## config.mk

```make
export PLATFORM = sky130hd
export DESIGN_NAME = rtca_core
export DESIGN_NICKNAME = d
export VERILOG_FILES = /design/src/rtca_pkg.sv /design/src/rtca_core.sv /design/src/rtca_tick.sv /design/src/rtca_bcd.sv
export SDC_FILE = /design/constraint.sdc
export NUM_CORES = 1
export LEC_CHECK = 0
export BUFFER_PORTS_ARGS = -buffer_cell sky130_fd_sc_hd__buf_2
export CAP_MARGIN = 20
export CORE_AREA = 2 2 137 139
export CTS_CLUSTER_DIAMETER = 60
export DETAILED_ROUTE_END_ITERATION = 8
export DIE_AREA = 0 0 139 141
export GPL_TIMING_DRIVEN = 0
export PLACE_DENSITY = 0.44
export SLEW_MARGIN = 5
export SYNTH_ARGS = -nofsm -noshare
export SYNTH_HDL_FRONTEND = slang
export SYNTH_SLANG_ARGS = --single-unit
```

## constraint.sdc

```tcl
create_clock -name clk_i -period 5.21 [get_ports clk_i]
set_clock_uncertainty 0.15 [all_clocks]
set_input_delay 1.042 -clock clk_i [delete_from_list [all_inputs] [get_ports clk_i]]
set_output_delay 1.042 -clock clk_i [all_outputs]
set_load 0.1 [all_outputs]
```

## src/rtca_pkg.sv

```systemverilog
// Purpose: shared constants and carriers for the calendar alarm/control block
// Assumes: 32-bit classic Wishbone, byte-wide registers in the low lane
// Notes:   offsets are byte addresses of our own register map
package rtca_pkg;
   // ----------------------------------------------------------------
   // register map
   // ----------------------------------------------------------------
   localparam logic [7:0] RTCA_DATE_ALARM_OFS   = 8'h00;
   localparam logic [7:0] RTCA_MONTH_ALARM_OFS  = 8'h04;
   localparam logic [7:0] RTCA_CONTROL_ONE_OFS  = 8'h08;
   localparam logic [7:0] RTCA_CONTROL_TWO_OFS  = 8'h0C;
   localparam logic [7:0] RTCA_SECONDS_OFS      = 8'h10;
   localparam logic [7:0] RTCA_DATE_OFS         = 8'h14;
   localparam logic [7:0] RTCA_MONTH_OFS        = 8'h18;
   localparam logic [7:0] RTCA_SUBSEC_OFS       = 8'h1C;
   // ----------------------------------------------------------------
   // field positions
   // ----------------------------------------------------------------
   localparam int RTCA_ENABLE_BIT     = 7;
   localparam int RTCA_CARRY_BIT      = 7;
   localparam int RTCA_CARRY_IE_BIT   = 4;
   localparam int RTCA_ALARM_IE_BIT   = 3;
   localparam int RTCA_ALARM_BIT      = 0;
   localparam int RTCA_PERIODIC_BIT   = 7;
   localparam int RTCA_PSEL_LSB       = 4;
   localparam int RTCA_OSC_RUN_BIT    = 3;
   localparam int RTCA_ROUND_BIT      = 2;
   localparam int RTCA_DIV_RESET_BIT  = 1;
   localparam int RTCA_START_BIT      = 0;
   // ----------------------------------------------------------------
   // reset values and masks
   // ----------------------------------------------------------------
   localparam logic [7:0] RTCA_CTL1_RESET   = 8'h00;
   localparam logic [7:0] RTCA_CTL2_RESET   = 8'h09;
   localparam logic [7:0] RTCA_CTL1_RW_MASK = 8'h99;
   localparam logic [7:0] RTCA_DATE_MASK    = 8'hBF;
   localparam logic [7:0] RTCA_MONTH_MASK   = 8'h9F;
   localparam logic [7:0] RTCA_DATE_FIRST   = 8'h01;
   localparam logic [7:0] RTCA_SECOND_RND   = 8'h30;
   // ----------------------------------------------------------------
   // timing
   // ----------------------------------------------------------------
   localparam int RTCA_CLK_HZ        = 200_000_000;
   localparam int RTCA_XTAL_HZ       = 32_768;
   localparam int RTCA_TICK_CYCLES   = RTCA_CLK_HZ / RTCA_XTAL_HZ;
   localparam int RTCA_SUBSEC_WIDTH  = 7;
   // ----------------------------------------------------------------
   // carriers
   // ----------------------------------------------------------------
   typedef struct packed {
      logic        cyc;
      logic        stb;
      logic        we;
      logic [7:0]  adr;
      logic [3:0]  sel;
      logic [31:0] dat;
   } rtca_wb_req_s;

   typedef struct packed {
      logic        ack;
      logic [31:0] dat;
   } rtca_wb_rsp_s;

   typedef struct packed {
      logic carry;
      logic alarm;
      logic periodic;
   } rtca_irq_s;
endpackage

```

## src/rtca_core.sv

```systemverilog
// Purpose: date/month alarm compare and both clock control registers
// Assumes: rst_i is power-on reset, mrst_i a manual reset, both sync
// Notes:   crystal time base is derived in-domain; no crossing needed
`timescale 1ns/1ps
module rtca_core
   import rtca_pkg::*;
#(
   parameter int TICK_DIV = RTCA_TICK_CYCLES
) (
   input  wire logic         clk_i,
   input  wire logic         rst_i,
   input  wire logic         mrst_i,
   input  wire rtca_wb_req_s wb_req_i,
   input  wire logic         day_carry_i,
   input  wire logic         other_alarm_match_i,
   output rtca_wb_rsp_s      wb_rsp_o,
   output rtca_irq_s         irq_o,
   output logic              osc_run_o,
   output logic              minute_carry_o
);
   // ----------------------------------------------------------------
   // state
   // ----------------------------------------------------------------
   typedef struct packed {
      logic [7:0]  date_alarm;
      logic [7:0]  month_alarm;
      logic        carry_flag;
      logic        carry_irq_enable;
      logic        alarm_irq_enable;
      logic        alarm_match_flag;
      logic        periodic_flag;
      logic [2:0]  period_select;
      logic        oscillator_run;
      logic        calendar_start;
      logic [RTCA_SUBSEC_WIDTH-1:0] sub_second_counter;
      logic [8:0]  prescale;
      logic        match_seen;
      logic        ack;
      logic [31:0] rdata;
      rtca_irq_s   irq;
      logic        min_carry;
   } rtca_core_s;
   rtca_core_s st, next_st;

   logic       xtal_tick;
   logic       div_clear;
   logic       sub_wrap;
   logic       sec_inc;
   logic       sec_carry;
   logic       sec_load;
   logic       sec_wr;
   logic [7:0] sec_load_val;
   logic [7:0] seconds_counter;
   logic       date_carry;
   logic [7:0] date_counter;
   logic [7:0] month_counter;
   logic       wr_stb;
   logic       rd_stb;
   logic       period_hit;
   logic       alarm_now;
   logic       counter_read;
   logic [7:0] ctl1_wr;
   logic [7:0] ctl2_wr;
   logic [7:0] wdat;

   // ----------------------------------------------------------------
   // time base
   // ----------------------------------------------------------------
   rtca_tick #(
      .DIV (TICK_DIV)
   ) u_tick (
      .clk_i  (clk_i),
      .rst_i  (rst_i),
      .run_i  (st.oscillator_run),
      .clr_i  (div_clear),
      .tick_o (xtal_tick)
   );

   // bus decode; every valid access is single-cycle, ack registered
   assign wdat   = wb_req_i.dat[7:0];
   assign wr_stb = wb_req_i.cyc && wb_req_i.stb && wb_req_i.we
                   && wb_req_i.sel[0] && !st.ack;
   assign rd_stb = wb_req_i.cyc && wb_req_i.stb && !wb_req_i.we && !st.ack;
   assign ctl1_wr = (wr_stb && wb_req_i.adr == RTCA_CONTROL_ONE_OFS)
                    ? wdat : 8'h00;
   assign ctl2_wr = (wr_stb && wb_req_i.adr == RTCA_CONTROL_TWO_OFS)
                    ? wdat : 8'h00;

   // divider clear from round or divider reset writes
   assign div_clear = ctl2_wr[RTCA_ROUND_BIT]
                      || ctl2_wr[RTCA_DIV_RESET_BIT];

   // 64 Hz tap: the prescaler wraps every 512 crystal ticks
   // one second is 64 sub-second steps; bit 6 toggles each second
   assign sub_wrap = xtal_tick && (st.prescale == 9'h1FF)
                     && (&st.sub_second_counter[5:0]);
   assign sec_inc  = sub_wrap && st.calendar_start;

   // round: 00..29 -> 00, 30..59 -> 00 plus a minute carry
   // software loads seconds only while the calendar is stopped
   assign sec_wr       = wr_stb && !st.calendar_start
                         && wb_req_i.adr == RTCA_SECONDS_OFS;
   assign sec_load     = ctl2_wr[RTCA_ROUND_BIT] || sec_wr;
   assign sec_load_val = ctl2_wr[RTCA_ROUND_BIT] ? 8'h00
                                                 : (wdat & 8'h7F);
   assign minute_carry_o = st.min_carry;

   rtca_bcd #(
      .FIRST (8'h00),
      .LAST  (8'h59)
   ) u_seconds (
      .clk_i      (clk_i),
      .inc_i      (sec_inc),
      .load_i     (sec_load),
      .load_val_i (sec_load_val),
      .val_o      (seconds_counter),
      .carry_o    (sec_carry)
   );

   // date advances on external hour-counter day carry
   rtca_bcd #(
      .FIRST (RTCA_DATE_FIRST),
      .LAST  (8'h31)
   ) u_date (
      .clk_i      (clk_i),
      .inc_i      (day_carry_i && st.calendar_start),
      .load_i     (wr_stb && !st.calendar_start
                   && wb_req_i.adr == RTCA_DATE_OFS),
      .load_val_i (wdat & 8'h3F),
      .val_o      (date_counter),
      .carry_o    (date_carry)
   );

   rtca_bcd #(
      .FIRST (8'h01),
      .LAST  (8'h12)
   ) u_month (
      .clk_i      (clk_i),
      .inc_i      (date_carry),
      .load_i     (wr_stb && !st.calendar_start
                   && wb_req_i.adr == RTCA_MONTH_OFS),
      .load_val_i (wdat & 8'h1F),
      .val_o      (month_counter),
      .carry_o    ()
   );

   // alarm compare over enabled fields only
   always_comb begin
      alarm_now = other_alarm_match_i;
      if (st.date_alarm[RTCA_ENABLE_BIT]
          && st.date_alarm[5:0] != date_counter[5:0]) begin
         alarm_now = 1'b0;
      end
      if (st.month_alarm[RTCA_ENABLE_BIT]
          && st.month_alarm[4:0] != month_counter[4:0]) begin
         alarm_now = 1'b0;
      end
   end

   // periodic select against the prescaler and sub-second counter
   // the seven-bit sub-second counter wraps every two seconds
   always_comb begin
      period_hit = 1'b0;
      unique case (st.period_select)
         3'd0: period_hit = 1'b0;
         3'd1: period_hit = xtal_tick && (st.prescale[6:0] == 7'h7F);
         3'd2: period_hit = xtal_tick && (&st.prescale);
         3'd3: period_hit = xtal_tick && (&st.prescale)
                            && (&st.sub_second_counter[1:0]);
         3'd4: period_hit = xtal_tick && (&st.prescale)
                            && (&st.sub_second_counter[3:0]);
         3'd5: period_hit = xtal_tick && (&st.prescale)
                            && (&st.sub_second_counter[4:0]);
         3'd6: period_hit = sub_wrap;
         3'd7: period_hit = sub_wrap && st.sub_second_counter[6];
      endcase
   end

   // a counter read near a carry is flagged
   assign counter_read = rd_stb && (wb_req_i.adr == RTCA_SECONDS_OFS
                         || wb_req_i.adr == RTCA_SUBSEC_OFS
                         || wb_req_i.adr == RTCA_DATE_OFS
                         || wb_req_i.adr == RTCA_MONTH_OFS);

   // ----------------------------------------------------------------
   // next state
   // ----------------------------------------------------------------
   always_comb begin
      next_st = st;
      next_st.ack = 1'b0;
      next_st.rdata = 32'h0000_0000;
      // sub-second chain free-runs, only the oscillator halts it
      if (div_clear) begin
         next_st.prescale = '0;
         next_st.sub_second_counter = '0;
      end else if (xtal_tick) begin
         next_st.prescale = st.prescale + 9'h001;
         if (&st.prescale) begin
            next_st.sub_second_counter = st.sub_second_counter
                                         + 1'b1;
         end
      end
      // direct writes of seconds never carry; a round from 30 or more carries into the minute
      next_st.min_carry = sec_carry
                          || (ctl2_wr[RTCA_ROUND_BIT]
                              && seconds_counter
                              >= RTCA_SECOND_RND);
      // register writes; a write of zero clears a flag
      if (wr_stb) begin
         unique case (wb_req_i.adr)
            RTCA_DATE_ALARM_OFS:  next_st.date_alarm  = wdat
                                                        & RTCA_DATE_MASK;
            RTCA_MONTH_ALARM_OFS: next_st.month_alarm = wdat
                                                        & RTCA_MONTH_MASK;
            RTCA_CONTROL_ONE_OFS: begin
               if (!wdat[RTCA_CARRY_BIT]) next_st.carry_flag = 1'b0;
               if (!wdat[RTCA_ALARM_BIT])
                  next_st.alarm_match_flag = 1'b0;
               next_st.carry_irq_enable = wdat[RTCA_CARRY_IE_BIT];
               next_st.alarm_irq_enable = wdat[RTCA_ALARM_IE_BIT];
            end
            RTCA_CONTROL_TWO_OFS: begin
               if (!wdat[RTCA_PERIODIC_BIT])
                  next_st.periodic_flag = 1'b0;
               next_st.period_select =
                  wdat[RTCA_PSEL_LSB +: 3];
               next_st.oscillator_run = wdat[RTCA_OSC_RUN_BIT];
               next_st.calendar_start = wdat[RTCA_START_BIT];
            end
            default: ;
         endcase
      end
      // hardware sets win over software clears, atomic per edge
      if (counter_read && (sec_inc || sub_wrap || xtal_tick
                           && (&st.prescale)))
         next_st.carry_flag = 1'b1;
      next_st.match_seen = alarm_now;
      if (alarm_now && !st.match_seen
          && (st.date_alarm[RTCA_ENABLE_BIT]
              || st.month_alarm[RTCA_ENABLE_BIT]
              || other_alarm_match_i))
         next_st.alarm_match_flag = 1'b1;
      if (period_hit)
         next_st.periodic_flag = 1'b1;
      // read mux; reserved bits and unmapped addresses read zero
      // every request is answered, a write without the low lane too
      if (wb_req_i.cyc && wb_req_i.stb && !st.ack) begin
         next_st.ack = 1'b1;
      end
      if (rd_stb) begin
         unique case (wb_req_i.adr)
            RTCA_DATE_ALARM_OFS:  next_st.rdata[7:0] = st.date_alarm;
            RTCA_MONTH_ALARM_OFS: next_st.rdata[7:0] = st.month_alarm;
            RTCA_CONTROL_ONE_OFS: next_st.rdata[7:0] =
               {st.carry_flag, 2'b00, st.carry_irq_enable,
                st.alarm_irq_enable, 2'b00, st.alarm_match_flag};
            RTCA_CONTROL_TWO_OFS: next_st.rdata[7:0] =
               {st.periodic_flag, st.period_select, st.oscillator_run,
                2'b00, st.calendar_start};
            RTCA_SECONDS_OFS: next_st.rdata[7:0] = seconds_counter;
            RTCA_DATE_OFS:    next_st.rdata[7:0] = date_counter;
            RTCA_MONTH_OFS:   next_st.rdata[7:0] = month_counter;
            RTCA_SUBSEC_OFS:  next_st.rdata[7:0] =
               {1'b0, st.sub_second_counter};
            default: next_st.rdata = 32'h0000_0000;
         endcase
      end
      // level interrupt requests
      next_st.irq.carry    = next_st.carry_flag
                             && next_st.carry_irq_enable;
      next_st.irq.alarm    = next_st.alarm_match_flag
                             && next_st.alarm_irq_enable;
      next_st.irq.periodic = next_st.periodic_flag
                             && (next_st.period_select != 3'd0);
   end

   // ----------------------------------------------------------------
   // registers: power-on and manual reset
   // ----------------------------------------------------------------
   always_ff @(posedge clk_i) begin
      if (rst_i) begin
         st <= next_st;
         st.date_alarm[RTCA_ENABLE_BIT]  <= 1'b0;
         st.month_alarm[RTCA_ENABLE_BIT] <= 1'b0;
         st.carry_flag       <= RTCA_CTL1_RESET[RTCA_CARRY_BIT];
         st.carry_irq_enable <= 1'b0;
         st.alarm_irq_enable <= 1'b0;
         st.alarm_match_flag <= 1'b0;
         st.periodic_flag    <= RTCA_CTL2_RESET[RTCA_PERIODIC_BIT];
         st.period_select    <= 3'b000;
         st.oscillator_run   <= RTCA_CTL2_RESET[RTCA_OSC_RUN_BIT];
         st.calendar_start   <= RTCA_CTL2_RESET[RTCA_START_BIT];
         st.sub_second_counter <= '0;
         st.prescale   <= '0;
         st.match_seen <= 1'b0;
         st.ack        <= 1'b0;
         st.rdata      <= 32'h0000_0000;
         st.irq        <= '0;
         st.min_carry  <= 1'b0;
      // manual reset: carry flag, run and start bits survive
      end else if (mrst_i) begin
         st <= next_st;
         st.carry_irq_enable <= 1'b0;
         st.alarm_irq_enable <= 1'b0;
         st.alarm_match_flag <= 1'b0;
         st.periodic_flag    <= 1'b0;
         st.period_select    <= 3'b000;
         st.ack      <= 1'b0;
         st.irq      <= '0;
      end else begin
         st <= next_st;
      end
   end

   assign wb_rsp_o.ack = st.ack;
   assign wb_rsp_o.dat = st.rdata;
   assign irq_o        = st.irq;
   assign osc_run_o    = st.oscillator_run;
endmodule // rtca_core

```

## src/rtca_tick.sv

```systemverilog
// Purpose: crystal-rate tick generator from the system clock
// Assumes: divider period fits 16 bits
// Notes:   stops while the oscillator is disabled
`timescale 1ns/1ps
module rtca_tick
   import rtca_pkg::*;
#(
   parameter int DIV = RTCA_TICK_CYCLES
) (
   input  wire logic clk_i,
   input  wire logic rst_i,
   input  wire logic run_i,
   input  wire logic clr_i,
   output logic      tick_o
);
   typedef struct packed {
      logic [15:0] cnt;
      logic        tick;
   } rtca_tick_s;
   rtca_tick_s st, next_st;

   // count system cycles into one crystal period
   always_comb begin
      next_st = st;
      next_st.tick = 1'b0;
      if (clr_i || !run_i) begin
         next_st.cnt = 16'h0000;
      end else if (st.cnt == 16'(DIV - 1)) begin
         next_st.cnt = 16'h0000;
         next_st.tick = 1'b1;
      end else begin
         next_st.cnt = st.cnt + 16'h0001;
      end
   end

   always_ff @(posedge clk_i) begin
      if (rst_i) begin
         st <= '0;
      end else begin
         st <= next_st;
      end
   end
   assign tick_o = st.tick;
endmodule // rtca_tick

```

## src/rtca_bcd.sv

```systemverilog
// Purpose: one BCD counter stage with wrap value and load
// Assumes: values stay in range by software
// Notes:   carry_o is combinational on the stage wrap
`timescale 1ns/1ps
module rtca_bcd
   import rtca_pkg::*;
#(
   parameter logic [7:0] FIRST = 8'h00,
   parameter logic [7:0] LAST  = 8'h59
) (
   input  wire logic       clk_i,
   input  wire logic       inc_i,
   input  wire logic       load_i,
   input  wire logic [7:0] load_val_i,
   output logic [7:0]      val_o,
   output logic            carry_o
);
   typedef struct packed {
      logic [7:0] val;
   } rtca_bcd_s;
   rtca_bcd_s st, next_st;

   // bcd increment with wrap to the first value
   always_comb begin
      next_st = st;
      if (load_i) begin
         next_st.val = load_val_i;
      end else if (inc_i) begin
         if (st.val == LAST) begin
            next_st.val = FIRST;
         end else if (st.val[3:0] == 4'h9) begin
            next_st.val = {st.val[7:4] + 4'h1, 4'h0};
         end else begin
            next_st.val = st.val + 8'h01;
         end
      end
   end

   // counters keep contents through every reset
   always_ff @(posedge clk_i) begin
      st <= next_st;
   end
   assign val_o   = st.val;
   assign carry_o = inc_i && (st.val == LAST);
endmodule // rtca_bcd

```

-- Yosys cells after proc, flatten, opt, wreduce, memory -nomap -nowiden
Index checks and enable logic that the tools add are counted.
- bits in registers: 121
- bits of input ports: 52
- $add $sub $neg: 9
- $lt $le $gt $ge: 1
- eq/ne operators: 25
- muxes and demuxes: 36
- reduce and logical (&&, ||, !) cells: 64
- operator list (kind ; number):
    two-way mux 8 bit ; 11
    case mux 8 bit (8 select lines) ; 1
    two-way mux 63 bit ; 1
    == test 8 x 5 -> 1 bit (second input constant) ; 5
    logical AND 1 bit ; 34
    two-way mux 16 bit ; 2
    two-way mux 26 bit ; 1
    adder 8 x 1 -> 8 bit (second input constant) ; 3
    two-way mux 6 bit ; 3
    adder 16 x 1 -> 16 bit (second input constant) ; 1
    == test 16 x 13 -> 1 bit (second input constant) ; 1
    == test 8 x 4 -> 1 bit (second input constant) ; 2
    two-way mux 7 bit ; 2
    adder 4 x 1 -> 4 bit (second input constant) ; 3
    == test 3 bit (second input constant) ; 4
    == test 4 bit (second input constant) ; 3
    logical OR 1 bit ; 11
    two-way mux 1 bit ; 10
    two-way mux 5 bit ; 2
    adder 9 x 1 -> 9 bit (second input constant) ; 1
    == test 9 bit (second input constant) ; 1
    AND reduction 9 bit ; 1
    == test 8 x 3 -> 1 bit (second input constant) ; 1
    == test 8 x 6 -> 1 bit (second input constant) ; 1
    other kinds (22) ; 30

-- Depth between registers and ports, before layout
- depth in word-level cells: 10
- gate-level depth with buffers: 9
- gate-level depth less buffers: 7

-- By module
A second synthesis with hierarchy kept.
- cell total of the unflattened synthesis: 598
- area total of the unflattened synthesis: 5644.2 um2
- modules (own cells, without submodules) (module ; times used ; cells each ; area an instance (um2) ; seq. area each (um2)):
    rtca_core ; 1 ; 329 ; 3034.2 ; 1171.1
    rtca_tick ; 1 ; 85 ; 802.0 ; 340.3
    rtca_bcd (u_seconds) ; 1 ; 64 ; 634.4 ; 240.2
    rtca_bcd (u_month) ; 1 ; 62 ; 611.8 ; 240.2
    rtca_bcd (u_date) ; 1 ; 58 ; 561.8 ; 240.2

-- Worst setup path after synthesis
OpenSTA, ideal clock, no wires.
- kind: input to register
- start point: input port wb_req_i[40] (netlist bit)
- end point: register st[79] (netlist bit)
- library setup time: 127 ps
- arrival: 2736 ps
- required time: 4933 ps
- slack: 2197 ps
- stages: 6
- path buffers: 1
- cells stage by stage: buf_2 -> nor4bb_4 -> nand3_1 -> nor4_1 -> mux2i_1 -> nor2_1
- longest elaborated chain between the ends: 3
- ends and longest elaborated chain (element ; RTL line ; source):
    from (decl) ; rtca_core.sv:13 ; input wire rtca_wb_req_s wb_req_i,
    zero test 8 bit ; rtca_core.sv:210 ; unique case (wb_req_i.adr)
    two-way mux 8 bit ; rtca_core.sv:210 ;
    two-way mux 26 bit ; rtca_core.sv:209 ; if (wr_stb) begin
    to (signal assigned) ; rtca_core.sv:282 ; st <= next_st;
    to (signal assigned) ; rtca_core.sv:302 ; st <= next_st;
    to (decl) ; rtca_core.sv:43 ; rtca_core_s st, next_st;
No other way between the ends.
A chain may end at the register's enable or synchronous reset.

-- Worst setup path in the final report
- start point: input port wb_req_i[40] (netlist bit)
- end point: register u_seconds.st, in the netlist u_seconds.val_o[3] (enable)
- longest elaborated chain between the ends: 5
- elaborated cells between the ends (all ways): 7
- ends and longest elaborated chain (element ; RTL line ; source):
    == test 8 x 4 -> 1 bit ; rtca_core.sv:86 ; assign ctl2_wr = (wr_stb && wb_req_i.adr == RTCA_CONTROL_TWO_OFS)
    logical AND 1 bit ; rtca_core.sv:86 ;
    two-way mux 3 bit ; rtca_core.sv:87 ; ? wdat : 8'h00;
    logical OR 1 bit (*) ; rtca_core.sv:103 ; assign sec_load = ctl2_wr[RTCA_ROUND_BIT] || sec_wr;
    nonzero test 2 bit (no source line) (*) ; n/a ;
    to (signal assigned) ; rtca_bcd.sv:41 ; st <= next_st;
    to (decl) ; rtca_bcd.sv:21 ; rtca_bcd_s st, next_st;
Mark *: on every way between the ends. The rest lies on a longest branch, timed or not.

==> impl_metrics.yaml <==
timing:
  rsz0062_at_grt: "false"
  slew_violations: 0
  fin_crit_ps: 3310
  clock.fmax_mhz: 302
  tightestPinTransition_ps: 1050
  slew_headroom_pct: 28.9
  setup_tns_ps: 0
  final_hold_viol_count: 0
  period_share_pct: 63.5
  setup_viol: 0
logic_synthesis:
  synth.avg_cell_area_um2: 9.36
  ys.flop_type: "dfxtp_1"
  synth_top_area_cell: "dfxtp_1"
  synth_cells: 569
  syn_area_um2: 5330
  yosysTopAreaCellShare_pct: 24.1
  synth_area_leaders: "dfxtp_1, edfxtp_1, nor2_1"
  yosysMostFrequentCell: "nor2_1"
  synth_edf_count: 30
  synth_seq_area_share_pct: 41.0
  synth-seq-cells: 94
  synthArstFlopShare_pct: 0
  synth_common_cells: "nor2_1, dfxtp_1, nand2_1"
  yosysWarningCount: 0
  yosysUniqueCellTypes: 64
pwr:
  intPower_mw: 1.25
  swShare_pct: 29.2
  pwr-share-seq_pct: 45.9
  power.switching_mw: 0.514
  pwr-share-comb_pct: 14.9
  p_per_area_nw_per_um2: 284
  ir_worst_vdd_v: 0.000160
  p_leak_nw: 2.42
  clkPwrFrac_pct: 39.2
drt:
  postRouteAntennaNets: 0
  via_per_inst: 4.79
  wirelength_mm: 14.2
  drcViolationCount: 0
  dr.pass1.iters: 5
  wl_per_cell_um: 16.2
  vias: 4211
  drt-initial-drc-count: 210
status:
  outcome: "complete, no violations"
critical_path:
  worst_setup_path_end_kind: "flip-flop"
  cp_common_cell: "buf_2"
  crit_required_ps: 5060
  r2r_cells: 5
  critPathLaunch: "wb_req_i[40]"
  startpoint_type: "primary input"
  timing.critical_path.cells: "buf_2, nor2b_1, nand4_1, nor4_2, buf_2, nand3b_1"
  cp_slowest_stage_delay_ps: 620
  timing.rr.start: "wb_rsp_o[32]"
  crit_path_max_fanout: 10
  critPathArrivalTime_ps: 3160
  slowest_stage: "nor4_2"
  path_class: "primary input to flip-flop"
hold_path:
  min_path_cells: 2
  hp-class: "flip-flop to flip-flop"
  worstHoldStart: "osc_run_o"
final_layout:
  nets: 704
  antenna_cells: 0
  syn_to_final_growth_pct: 16.5
  final_util_pct: 34.0
  drive_gt1_share_pct: 19.4
  final_area_um2: 6210
clock_tree:
  cts_buffers: 9
  cts_root_buf: "clkbuf_16"
  clock_latency_ps: 360
  cts_tree: "built"
  clkTransAtPathRegs_ps: 70
  clkSinkCount: 94
  cts_setup_buffers: 0
  hold_buffers: 0
  cts_resized: 0
  h-tree-depth: 3
  cts.path.max_buffers: 2
global_routing:
  antenna_found_initial: 0
  grt_pass1_wl_mm: 22.4
  grt_overflow: 0
  grt_max_degree: 18
  grt_usage_pct: 14.6
  grt_pass1_vias: 3996
floorplanning:
  core_area_um2: 18300
  dieArea_um2: 19600
  pin_count: 90
  rows: 50
  initial_core_util_pct: 29.2
  die_w_um: 139
  dieHeight_um: 141
run:
  cap_violations: 0
placement:
  placed_cell_area_um2: 5900
  place_congestion: 0.829
  dp_hpwl_mm: 10.7
  io_buffers: 36
==> per-layer routing <==
metal  vias to the layer above  part of all wire [%]  GRT usage, %
li1                       2096                     -             -
met1                      2009                    47          19.2
met2                        92                    47          24.1
met3                        14                   4.1          3.80
met4                         0                   2.1          3.99
met5                         -                     0             0
==> worst paths after layout <==
| kind | endpoint | slack (ps) |
|---|---|---|
| hold reg to reg | u_tick.tick_o | 370 |
| setup reg to reg | u_seconds.val_o[3] | 2450 |
| setup / recovery | u_seconds.val_o[3] | 1900 |
| hold / removal | u_tick.tick_o | 370 |
==> metrics by stage <==
| step | hold slack [ps] | setup slack, ps | power, mW | std cells |
|---|---|---|---|---|
| after floorplan | 314 | 2200 | 1.03 | 592 |
| after global placement | 339 | 1580 | 1.09 | 862 |
| after detailed placement | 357 | 1560 | 1.09 | 863 |
| after CTS | 376 | 1930 | 1.78 | 879 |
| after global routing | 405 | 1760 | 1.84 | 879 |
| final | 369 | 1900 | 1.76 | 879 |
==> cell type report <==
cell class                      instances  area, µm²
Buffer                                 65        417
Clock buffer                            9        225
Clock inverter                          7       81.3
Fill cell                            1913      12100
Inverter                               17       63.8
Multi-Input combinational cell        416       2760
Sequential cell                        94       2180
Tap cell                              234        293
Timing Repair Buffer                   37        188
==> layout by cell type, fill, tap and decap left out, drive strengths merged, types with 19 or more instances in the layout <==
master,instances
edfxtp,30
clkbuf,24
inv,20
xor2,27
buf,87
nand2,45
mux2i,21
conb,24
nand3,19
xnor2,27
dfxtp,64
nor2,76
==> critical path, delay by kind of cell <==
kind | cells | cell delay [ps]
buffers and inverters | 2 | 600
and+or+nand+nor | 4 | 1510
==> cell families (layout without fill, tap and decap cells) <==
family | count (synthesis) | count (layout) | synth area share [%]
compound gates | 72 | 72 | 9.30
xor+xnor | 54 | 54 | 8.88
fa+ha+maj | 12 | 12 | 2.82
buf+inv | 82 | 135 | 9.02
flops | 94 | 94 | 41.0
mux | 30 | 30 | 7.12
other cells | 1 | 24 | 0.0704
simple gates | 224 | 224 | 21.8
==> flip-flops by register name, indices dropped and copies added (netlist names) <==
register / cells
irq_o: 3
minute_carry_o: 1
osc_run_o: 1
st: 39
u_date.val_o: 8
u_month.val_o: 8
u_seconds.val_o: 8
u_tick.st: 16
u_tick.tick_o: 1
wb_rsp_o: 9
==> power by group through the flow <==
stage / combinational [mW] / sequential, mW / clock [mW]
after floorplan: 0.216 / 0.814 / 0
after global placement: 0.261 / 0.828 / 0
after detailed placement: 0.262 / 0.827 / 0
after CTS: 0.264 / 0.810 / 0.711
after global routing: 0.285 / 0.813 / 0.740
final: 0.263 / 0.810 / 0.691
Note: power is estimated with default switching activity, not from simulation.
